File: src/rtl/ldcfg_pkg.sv
// package: register map, field layout and reset values of the led config block
`default_nettype none
package ldcfg_pkg;
  localparam logic [7:0] ADDR_ENABLE   = 8'h00;
  localparam logic [7:0] ADDR_RANGE    = 8'h01;
  localparam logic [7:0] ADDR_OUTCFG   = 8'h02;
  localparam logic [7:0] ADDR_APPLY    = 8'h0f;
  localparam logic [7:0] ADDR_FLAGCLR  = 8'h13;
  localparam logic [7:0] ADDR_SCALE0   = 8'h14;
  localparam logic [7:0] ADDR_DUTY0    = 8'h18;
  localparam logic [7:0] ADDR_EVENT    = 8'h40;
  localparam logic [7:0] APPLY_KEY     = 8'h55;
  localparam logic [7:0] RESET_VALUE   = 8'h00;
  localparam int         ENABLE_BIT    = 0;
  localparam int         RANGE_BIT     = 0;
  localparam int         OUTEN_LSB     = 0;
  localparam int         DIMMODE_LSB   = 4;
  localparam int         THERMAL_BIT   = 1;
  localparam int         POWER_BIT     = 0;
  localparam int         NUM_CH        = 3;
  localparam logic [7:0] PWM_LAST_PHASE = 8'hfe;

  typedef struct packed {
    logic       wr;
    logic       rd;
    logic [7:0] addr;
    logic [7:0] wdata;
  } ldcfg_req_type;

  typedef struct packed {
    logic [2:0] out_en;
    logic [2:0] dim_mode;
    logic       range_hi;
  } ldcfg_cfg_type;
endpackage
`default_nettype wire

File: src/rtl/ldcfg_pwm.sv
// one pwm generator per channel, gated by enable bits
`default_nettype none
module ldcfg_pwm (
  input  wire logic        sys_clk,
  input  wire logic        rst_n,
  input  wire logic        clk_en,
  input  wire logic        active,
  input  wire logic [2:0]  ch_en,
  input  wire logic [23:0] duty,
  output logic [2:0]       pwm_out
);
  logic [7:0] phase_reg;

  always_ff @(posedge sys_clk) begin
    if (!rst_n) begin
      phase_reg <= 8'h00;
    end else if (clk_en) begin
      phase_reg <= (phase_reg == ldcfg_pkg::PWM_LAST_PHASE) ? 8'h00 : phase_reg + 8'h01;
    end
  end

  genvar g;
  generate
    for (g = 0; g < ldcfg_pkg::NUM_CH; g++) begin : g_ch
      // 0xff compares above every phase 0..0xfe, so full duty is steady on
      always_ff @(posedge sys_clk) begin
        if (!rst_n) begin
          pwm_out[g] <= 1'b0;
        end else if (clk_en) begin
          pwm_out[g] <= active && ch_en[g] && (phase_reg < duty[g*8 +: 8]);
        end
      end
    end
  endgenerate
endmodule
`default_nettype wire

File: src/rtl/ldcfg_top.sv
// register bank and output stage of the three channel led sink controller
`default_nettype none
module ldcfg_top (
  input  wire logic                  sys_clk,
  input  wire logic                  rst_n,
  input  wire logic                  clk_en,
  input  wire ldcfg_pkg::ldcfg_req_type req,
  input  wire logic                  thermal_event,
  input  wire logic                  por_event,
  output logic [7:0]                 rdata,
  output logic                       rvalid,
  output logic                       device_active,
  output ldcfg_pkg::ldcfg_cfg_type   cfg_live,
  output logic [23:0]                scale_live,
  output logic [2:0]                 pwm_out
);
  ////////////////////////////////////////////////////////////////////////////
  logic                     enable_reg;
  ldcfg_pkg::ldcfg_cfg_type cfg_shadow_reg;
  logic [7:0]               duty_reg [3];
  logic                     therm_flag_reg;
  logic                     por_flag_reg;
  logic                     wr_hit_clr;
  logic [23:0]              duty_bus;

  assign wr_hit_clr = req.wr && req.addr == ldcfg_pkg::ADDR_FLAGCLR;

  always_ff @(posedge sys_clk) begin
    if (!rst_n) begin
      enable_reg <= 1'b0;
    end else if (clk_en && req.wr && req.addr == ldcfg_pkg::ADDR_ENABLE) begin
      enable_reg <= req.wdata[ldcfg_pkg::ENABLE_BIT];
    end
  end

  always_ff @(posedge sys_clk) begin
    if (!rst_n) begin
      device_active <= 1'b0;
    end else if (clk_en) begin
      device_active <= enable_reg;
    end
  end

  // shadow copies: the host may edit freely, nothing moves until apply
  always_ff @(posedge sys_clk) begin
    if (!rst_n) begin
      cfg_shadow_reg <= '0;
    end else if (clk_en && req.wr) begin
      if (req.addr == ldcfg_pkg::ADDR_RANGE) begin
        cfg_shadow_reg.range_hi <= req.wdata[ldcfg_pkg::RANGE_BIT];
      end
      if (req.addr == ldcfg_pkg::ADDR_OUTCFG) begin
        cfg_shadow_reg.out_en   <= req.wdata[ldcfg_pkg::OUTEN_LSB +: 3];
        cfg_shadow_reg.dim_mode <= req.wdata[ldcfg_pkg::DIMMODE_LSB +: 3];
      end
    end
  end

  always_ff @(posedge sys_clk) begin
    if (!rst_n) begin
      cfg_live <= '0;
    end else if (clk_en && req.wr && req.addr == ldcfg_pkg::ADDR_APPLY
                 && req.wdata == ldcfg_pkg::APPLY_KEY) begin
      cfg_live <= cfg_shadow_reg;
    end
  end

  genvar g;
  generate
    for (g = 0; g < ldcfg_pkg::NUM_CH; g++) begin : g_ch
      always_ff @(posedge sys_clk) begin
        if (!rst_n) begin
          scale_live[g*8 +: 8] <= ldcfg_pkg::RESET_VALUE;
          duty_reg[g]          <= ldcfg_pkg::RESET_VALUE;
        end else if (clk_en && req.wr) begin
          if (req.addr == ldcfg_pkg::ADDR_SCALE0 + 8'(g)) begin
            scale_live[g*8 +: 8] <= req.wdata;
          end
          if (req.addr == ldcfg_pkg::ADDR_DUTY0 + 8'(g)) begin
            duty_reg[g] <= req.wdata;
          end
        end
      end
      assign duty_bus[g*8 +: 8] = duty_reg[g];
    end
  endgenerate

  ////////////////////////////////////////////////////////////////////////////
  // event flags: a new event in the clearing cycle wins over the clear
  always_ff @(posedge sys_clk) begin
    if (!rst_n) begin
      therm_flag_reg <= 1'b0;
    end else if (clk_en) begin
      if (thermal_event) begin
        therm_flag_reg <= 1'b1;
      end else if (wr_hit_clr && req.wdata[ldcfg_pkg::THERMAL_BIT]) begin
        therm_flag_reg <= 1'b0;
      end
    end
  end

  always_ff @(posedge sys_clk) begin
    if (!rst_n) begin
      por_flag_reg <= 1'b0;
    end else if (clk_en) begin
      if (por_event) begin
        por_flag_reg <= 1'b1;
      end else if (wr_hit_clr && req.wdata[ldcfg_pkg::POWER_BIT]) begin
        por_flag_reg <= 1'b0;
      end
    end
  end

  ////////////////////////////////////////////////////////////////////////////
  always_ff @(posedge sys_clk) begin
    if (!rst_n) begin
      rdata  <= ldcfg_pkg::RESET_VALUE;
      rvalid <= 1'b0;
    end else if (clk_en) begin
      rvalid <= req.rd;
      rdata  <= ldcfg_pkg::RESET_VALUE;
      if (req.rd) begin
        case (req.addr)
          ldcfg_pkg::ADDR_EVENT:   rdata <= {6'h00, therm_flag_reg, por_flag_reg};
          ldcfg_pkg::ADDR_ENABLE:  rdata <= {7'h00, enable_reg};
          ldcfg_pkg::ADDR_RANGE:   rdata <= {7'h00, cfg_shadow_reg.range_hi};
          ldcfg_pkg::ADDR_OUTCFG:  rdata <= {1'b0, cfg_shadow_reg.dim_mode, 1'b0,
                                             cfg_shadow_reg.out_en};
          ldcfg_pkg::ADDR_SCALE0:  rdata <= scale_live[7:0];
          ldcfg_pkg::ADDR_SCALE0 + 8'h01: rdata <= scale_live[15:8];
          ldcfg_pkg::ADDR_SCALE0 + 8'h02: rdata <= scale_live[23:16];
          ldcfg_pkg::ADDR_DUTY0:   rdata <= duty_reg[0];
          ldcfg_pkg::ADDR_DUTY0 + 8'h01:  rdata <= duty_reg[1];
          ldcfg_pkg::ADDR_DUTY0 + 8'h02:  rdata <= duty_reg[2];
          default:                 rdata <= ldcfg_pkg::RESET_VALUE;
        endcase
      end
    end
  end

  ldcfg_pwm u_pwm (
    .sys_clk (sys_clk),
    .rst_n   (rst_n),
    .clk_en  (clk_en),
    .active  (device_active),
    .ch_en   (cfg_live.out_en),
    .duty    (duty_bus),
    .pwm_out (pwm_out)
  );
endmodule
`default_nettype wire

File: config.mk
export PLATFORM = sky130hd
export DESIGN_NAME = ldcfg_top
export DESIGN_NICKNAME = d
export VERILOG_FILES = /design/src/rtl/ldcfg_pkg.sv /design/src/rtl/ldcfg_pwm.sv /design/src/rtl/ldcfg_top.sv
export SDC_FILE = /design/constraint.sdc
export NUM_CORES = 1
export LEC_CHECK = 0
export BUFFER_PORTS_ARGS = -buffer_cell sky130_fd_sc_hd__buf_4
export CAP_MARGIN = 25
export CORE_MARGIN = 10
export CORE_UTILIZATION = 39
export DETAILED_ROUTE_END_ITERATION = 10
export PLACE_DENSITY_LB_ADDON = 0.2
export SYNTH_ARGS = -nofsm -noshare
export SYNTH_HDL_FRONTEND = slang
export SYNTH_SLANG_ARGS = --single-unit
File: constraint.sdc
create_clock -name sys_clk -period 4.83 [get_ports sys_clk]
set_clock_uncertainty 0.05 [all_clocks]
set_input_delay 0.483 -clock sys_clk [delete_from_list [all_inputs] [get_ports sys_clk]]
set_output_delay 0.483 -clock sys_clk [all_outputs]
set_load 0.01 [all_outputs]
# ---- Word-level counts from Yosys, hierarchy flattened
# Memories as Yosys holds them, arrays and structs flattened.
# Index checks and enable logic that the tools add are counted.
dict set report totals {
  regBits 62
  mem_bits_rw 24
  in_bits 23
  out_inout_bits 44
  wordCells 86
  mem_count 1
}
# memory words width read_ports rd_ports_with_merged_regs write_ports line
set memory_table {}
lappend memory_table {duty_reg 3 8 3 0 3 ldcfg_top.sv:20} ;# logic [7:0] duty_reg [3];
dict set report classes {
  add_sub_neg 1
  magnitude_cmp 3
  n_eq_ne 13
  n_mux 23
  bitwise 3
  n_reduce_logical 23
}
# cell n
set ops {}
lappend ops {{case mux 8 bit (10 select lines)} 1}
lappend ops {{== test 8 x 5 -> 1 bit, second input constant} 7}
lappend ops {{two-way mux 8 bit} 5}
lappend ops {{less-than comparator 8 bit} 3}
lappend ops {{two-way mux 1 bit} 17}
lappend ops {{== test 8 x 7 -> 1 bit, second input constant} 2}
lappend ops {{AND reduction 2 bit} 7}
lappend ops {{logical AND 1 bit} 13}
lappend ops {{adder 8 x 1 -> 8 bit, second input constant} 1}
lappend ops {{== test 8 x 1 -> 1 bit, second input constant} 1}
lappend ops {{== test 8 x 2 -> 1 bit, second input constant} 1}
lappend ops {{== test 8 x 4 -> 1 bit, second input constant} 1}
lappend ops {{== test 8 bit, second input constant} 1}
lappend ops {{logical NOT 8 bit} 1}
lappend ops {{nonzero test 2 bit} 2}
lappend ops {{bitwise OR 1 bit} 3}

# ---- Logic depth before layout (Yosys ltp)
dict set report depth {
  depth_word 6
  depth_mapped 8
}

# ---- Modules after synthesis
# From an unflattened synthesis, not the netlist that was laid out.
dict set report unflattened {
  hier_cells 468
  area_unflattened_um2 4571.9
}
# mod n_inst cells_each area_each_um2 seq_area_each_um2
set by_module_without_submodules {}
lappend by_module_without_submodules {ldcfg_top 1 339 3523.4 1741.7}
lappend by_module_without_submodules {ldcfg_pwm 1 129 1048.5 220.2}

# ---- Worst setup path before layout
# No wires, ideal clock.
dict set report synth_path {
  kind {input -> register}
  start {input req[14] (netlist name)}
  end {memory duty_reg[0][0] (enable)}
  t_arrival_ns 1.967
  t_required_ns 4.396
  path_slack_ns 2.429
  stages 5
  path_buffers 1
  path_cell_list {clkbuf_1 -> nor4b_4 -> and2_1 -> nand3_1 -> o21ai_0}
}
# element line
set synth_rtl {}
lappend synth_rtl {{start: declaration} ldcfg_top.sv:7} ;# input wire ldcfg_pkg::ldcfg_req_type req,
lappend synth_rtl {{end: declaration} ldcfg_top.sv:20}

==> results.json <==
{
  "status": "finished, final reports clean",
  "synth_compound_area_share_pct": 11.56,
  "die_h_um": 127.7,
  "fillers": 1133,
  "vias": 3752,
  "drcViolationCount": 0,
  "post-route-min-period_ns": 2.605,
  "place.port_buffers": 66,
  "reg2reg_from": "u_pwm.phase_reg[3]",
  "ant_nets": 0,
  "synth-xor-area-share_pct": 1.161,
  "die_x_um": 127.7,
  "ys_warn_count": 0,
  "dieArea_mm2": 0.01631,
  "area_growth_pct": 20.40,
  "num_rows": 39,
  "synthAdderAreaFrac_pct": 6.580,
  "mostFrequentLayoutCells": "69 x buf_4, 62 x dfxtp_1, 56 x nor2_1, 48 x nand2_1, 41 x mux2i_1",
  "reg2reg_slack_ns": 3.07,
  "arrival_ns": 2.52,
  "cts_hold_buf": 0,
  "crit_fanout": 14,
  "setup_viol": 0,
  "post-route-period-util_pct": 53.93,
  "synth_top_family_by_area": "simple AND/OR/NAND/NOR gates",
  "clk_latency_ns": 0.34,
  "hold_path_class": "in -> reg",
  "syn_nets": 533,
  "synthArstFlopShare_pct": 0,
  "cts_setup_buffers": 0,
  "cts.path.max_buffers": 2,
  "power_density_mw_per_mm2": 292.6,
  "grt-ovfl-total": 0,
  "crit_family": "simple AND/OR/NAND/NOR gates",
  "report.final.slew_viol_count": 0,
  "place_congestion": 0.8601,
  "worstHoldStart": "thermal_event",
  "wirelength_um": 13190,
  "synth_flop_cell": "dfxtp_1",
  "synth_mux_area_share_pct": 9.068,
  "cpMaxStageDelayCell": "o21ai_0",
  "nets": 591,
  "final_common_cell": "buf_4",
  "wire_per_inst_um": 19.03,
  "syn_inst": 487,
  "io_pins": 67,
  "max-cap-violations": 0,
  "ctsResizeCount": 0,
  "drtIter0Drc": 358,
  "yosysSeqAreaShare_pct": 43.35,
  "timing.setup.tns_ns": 0,
  "clock-sinks": 86,
  "finalHoldViolCount": 0,
  "core-area_mm2": 0.01137,
  "critPathLaunchType": "primary input",
  "rr_endpoint": "u_pwm.phase_reg[7]",
  "end_kind": "flip-flop",
  "slew_headroom_pct": 34.29,
  "hpwl_um": 10020,
  "reg2reg_depth": 5,
  "cts_buffers": 9,
  "grt_pass1_vias": 3732,
  "synth.distinct_cells": 53,
  "antenna_found_initial": 0,
  "hold_depth": 3,
  "cts_root_buf": "clkbuf_16",
  "irDropWorstVdd_v": 0.0001724,
  "yosys.area_share.simple_pct": 24.14,
  "fin_util_pct": 47.93,
  "hold_path_end": "therm_flag_reg",
  "cts_tree": "done",
  "synth.avg_cell_area_um2": 9.293,
  "drt_first_pass_iters": 5,
  "track_usage_pct": 16.22,
  "power_leakage_nw": 2.259,
  "clkTransAtPathRegs_ns": 0.06,
  "crit_required_ns": 4.74,
  "vias_per_cell": 5.414,
  "cpPeakStageDelay_ns": 0.80,
  "synth_edf_count": 24,
  "cp_cell_sequence": "buf_4 > nor4b_4 > and2_1 > nand3_1 > o21ai_0",
  "start_util_pct": 39.80,
  "ys_ff_latch": 86,
  "grt_setup_unrepaired": "false",
  "critPathKind": "in -> reg",
  "synth_area_mm2": 0.004526,
  "clock.fmax_mhz": 383.9,
  "htree_levels": 3,
  "antenna_cells": 0,
  "grt_max_degree": 51,
  "drive_gt1_share_pct": 18.36,
  "grt_pass1_wl_um": 20960,
  "tightest_slew_ns": 0.9753,
  "path_buf_inv": 1
}
-- logic make-up (layout without fill, tap and decap cells) --
| group | Yosys count | in the layout |
|---|---|---|
| mux | 41 | 41 |
| flops | 86 | 86 |
| fa+ha+maj | 24 | 24 |
| simple gates | 204 | 204 |
| compound gates | 79 | 79 |
| xor+xnor | 6 | 6 |
| buf+inv | 47 | 110 |
-- cell type report --
cell class	instances	area, µm²	share of cell area (%)
Clock buffer	13	292.8	5.373
Clock inverter	3	22.52	0.4133
Inverter	23	86.33	1.584
Multi-Input combinational cell	354	2376	43.61
Sequential cell	86	1962	36.00
Tap cell	143	178.9	3.284
Timing Repair Buffer	71	530.5	9.736
-- metrics by stage --
step,hold WS [ns],setup slack (ns),instance area [µm²],std cells,total power (W)
floorplan,0.4058,2.429,4526,487,0.0008487
global placement,0.3965,1.887,5121,675,0.0009009
detailed placement,0.3981,1.795,5121,675,0.0009026
CTS,0.3498,2.157,5436,691,0.001610
global route,0.3783,2.114,5449,693,0.001664
finish,0.3483,2.225,5449,693,0.001594
-- worst reg2reg max path, stage by stage, from the launching register on --
cell     delay [ns]
dfxtp_1        0.52
nand4_1        0.22
o21ai_1        0.53
o22ai_1        0.16
nand2_1        0.09
o21ai_0        0.07
-- report_power, final --
group          switching (W)  internal, W
Combinational      0.0000775    0.0000420
Clock               0.000279     0.000426
Sequential         0.0000146     0.000755
-- worst max-delay path by stage --
stage	from	endpoint	slack, ns	cells after the start
final	req[14]	duty_reg[2][4]	2.23	5
after global routing	req[14]	duty_reg[2][4]	2.11	5
after global placement	req[14]	duty_reg[1][1]	1.89	5
after floorplan	req[14]	duty_reg[0][0]	2.43	5
after CTS	req[14]	duty_reg[0][3]	2.16	5
after detailed placement	req[14]	duty_reg[0][5]	1.80	5
-- layer usage --
layer / global-route usage (%) / wire length [µm] / part of all wire (%) / vias to the layer above
li1: - / - / - / 1843
met1: 21.34 / 5882 / 45 / 1775
met2: 25.62 / 6222 / 47 / 124
met3: 4.136 / 877 / 6.6 / 10
met4: 4.702 / 208 / 1.6 / 0
met5: 0 / 0 / 0 / -
-- synthesized netlist by cell type, types with 3 or more instances --
| cell type | instances | share of area [%] |
|---|---|---|
| or3_1 | 4 | 0.55 |
| nand3_1 | 18 | 2.0 |
| nand4b_1 | 4 | 0.77 |
| nor3b_1 | 4 | 0.66 |
| and2_1 | 25 | 3.5 |
| mux2i_1 | 41 | 9.1 |
| inv_1 | 23 | 1.9 |
| a2111oi_0 | 4 | 0.77 |
| a21o_1 | 6 | 1.0 |
| nand4_1 | 6 | 0.83 |
| nand2_1 | 48 | 4.0 |
| nor2b_1 | 6 | 0.83 |
| nor2_1 | 56 | 4.6 |
| nor3_4 | 3 | 1.1 |
| clkbuf_1 | 20 | 1.7 |
| xor2_1 | 5 | 0.97 |
| o211ai_1 | 3 | 0.50 |
| a22oi_1 | 8 | 1.3 |
| dfxtp_1 | 62 | 27 |
| edfxtp_1 | 24 | 16 |
| a211oi_1 | 12 | 2.0 |
| o22ai_1 | 4 | 0.55 |
| a21oi_1 | 18 | 2.0 |
| o21ai_1 | 3 | 0.33 |
| ha_1 | 23 | 6.4 |
| nand2b_1 | 10 | 1.4 |
| o21ai_0 | 14 | 1.5 |
(Power assumes the default switching activity.)
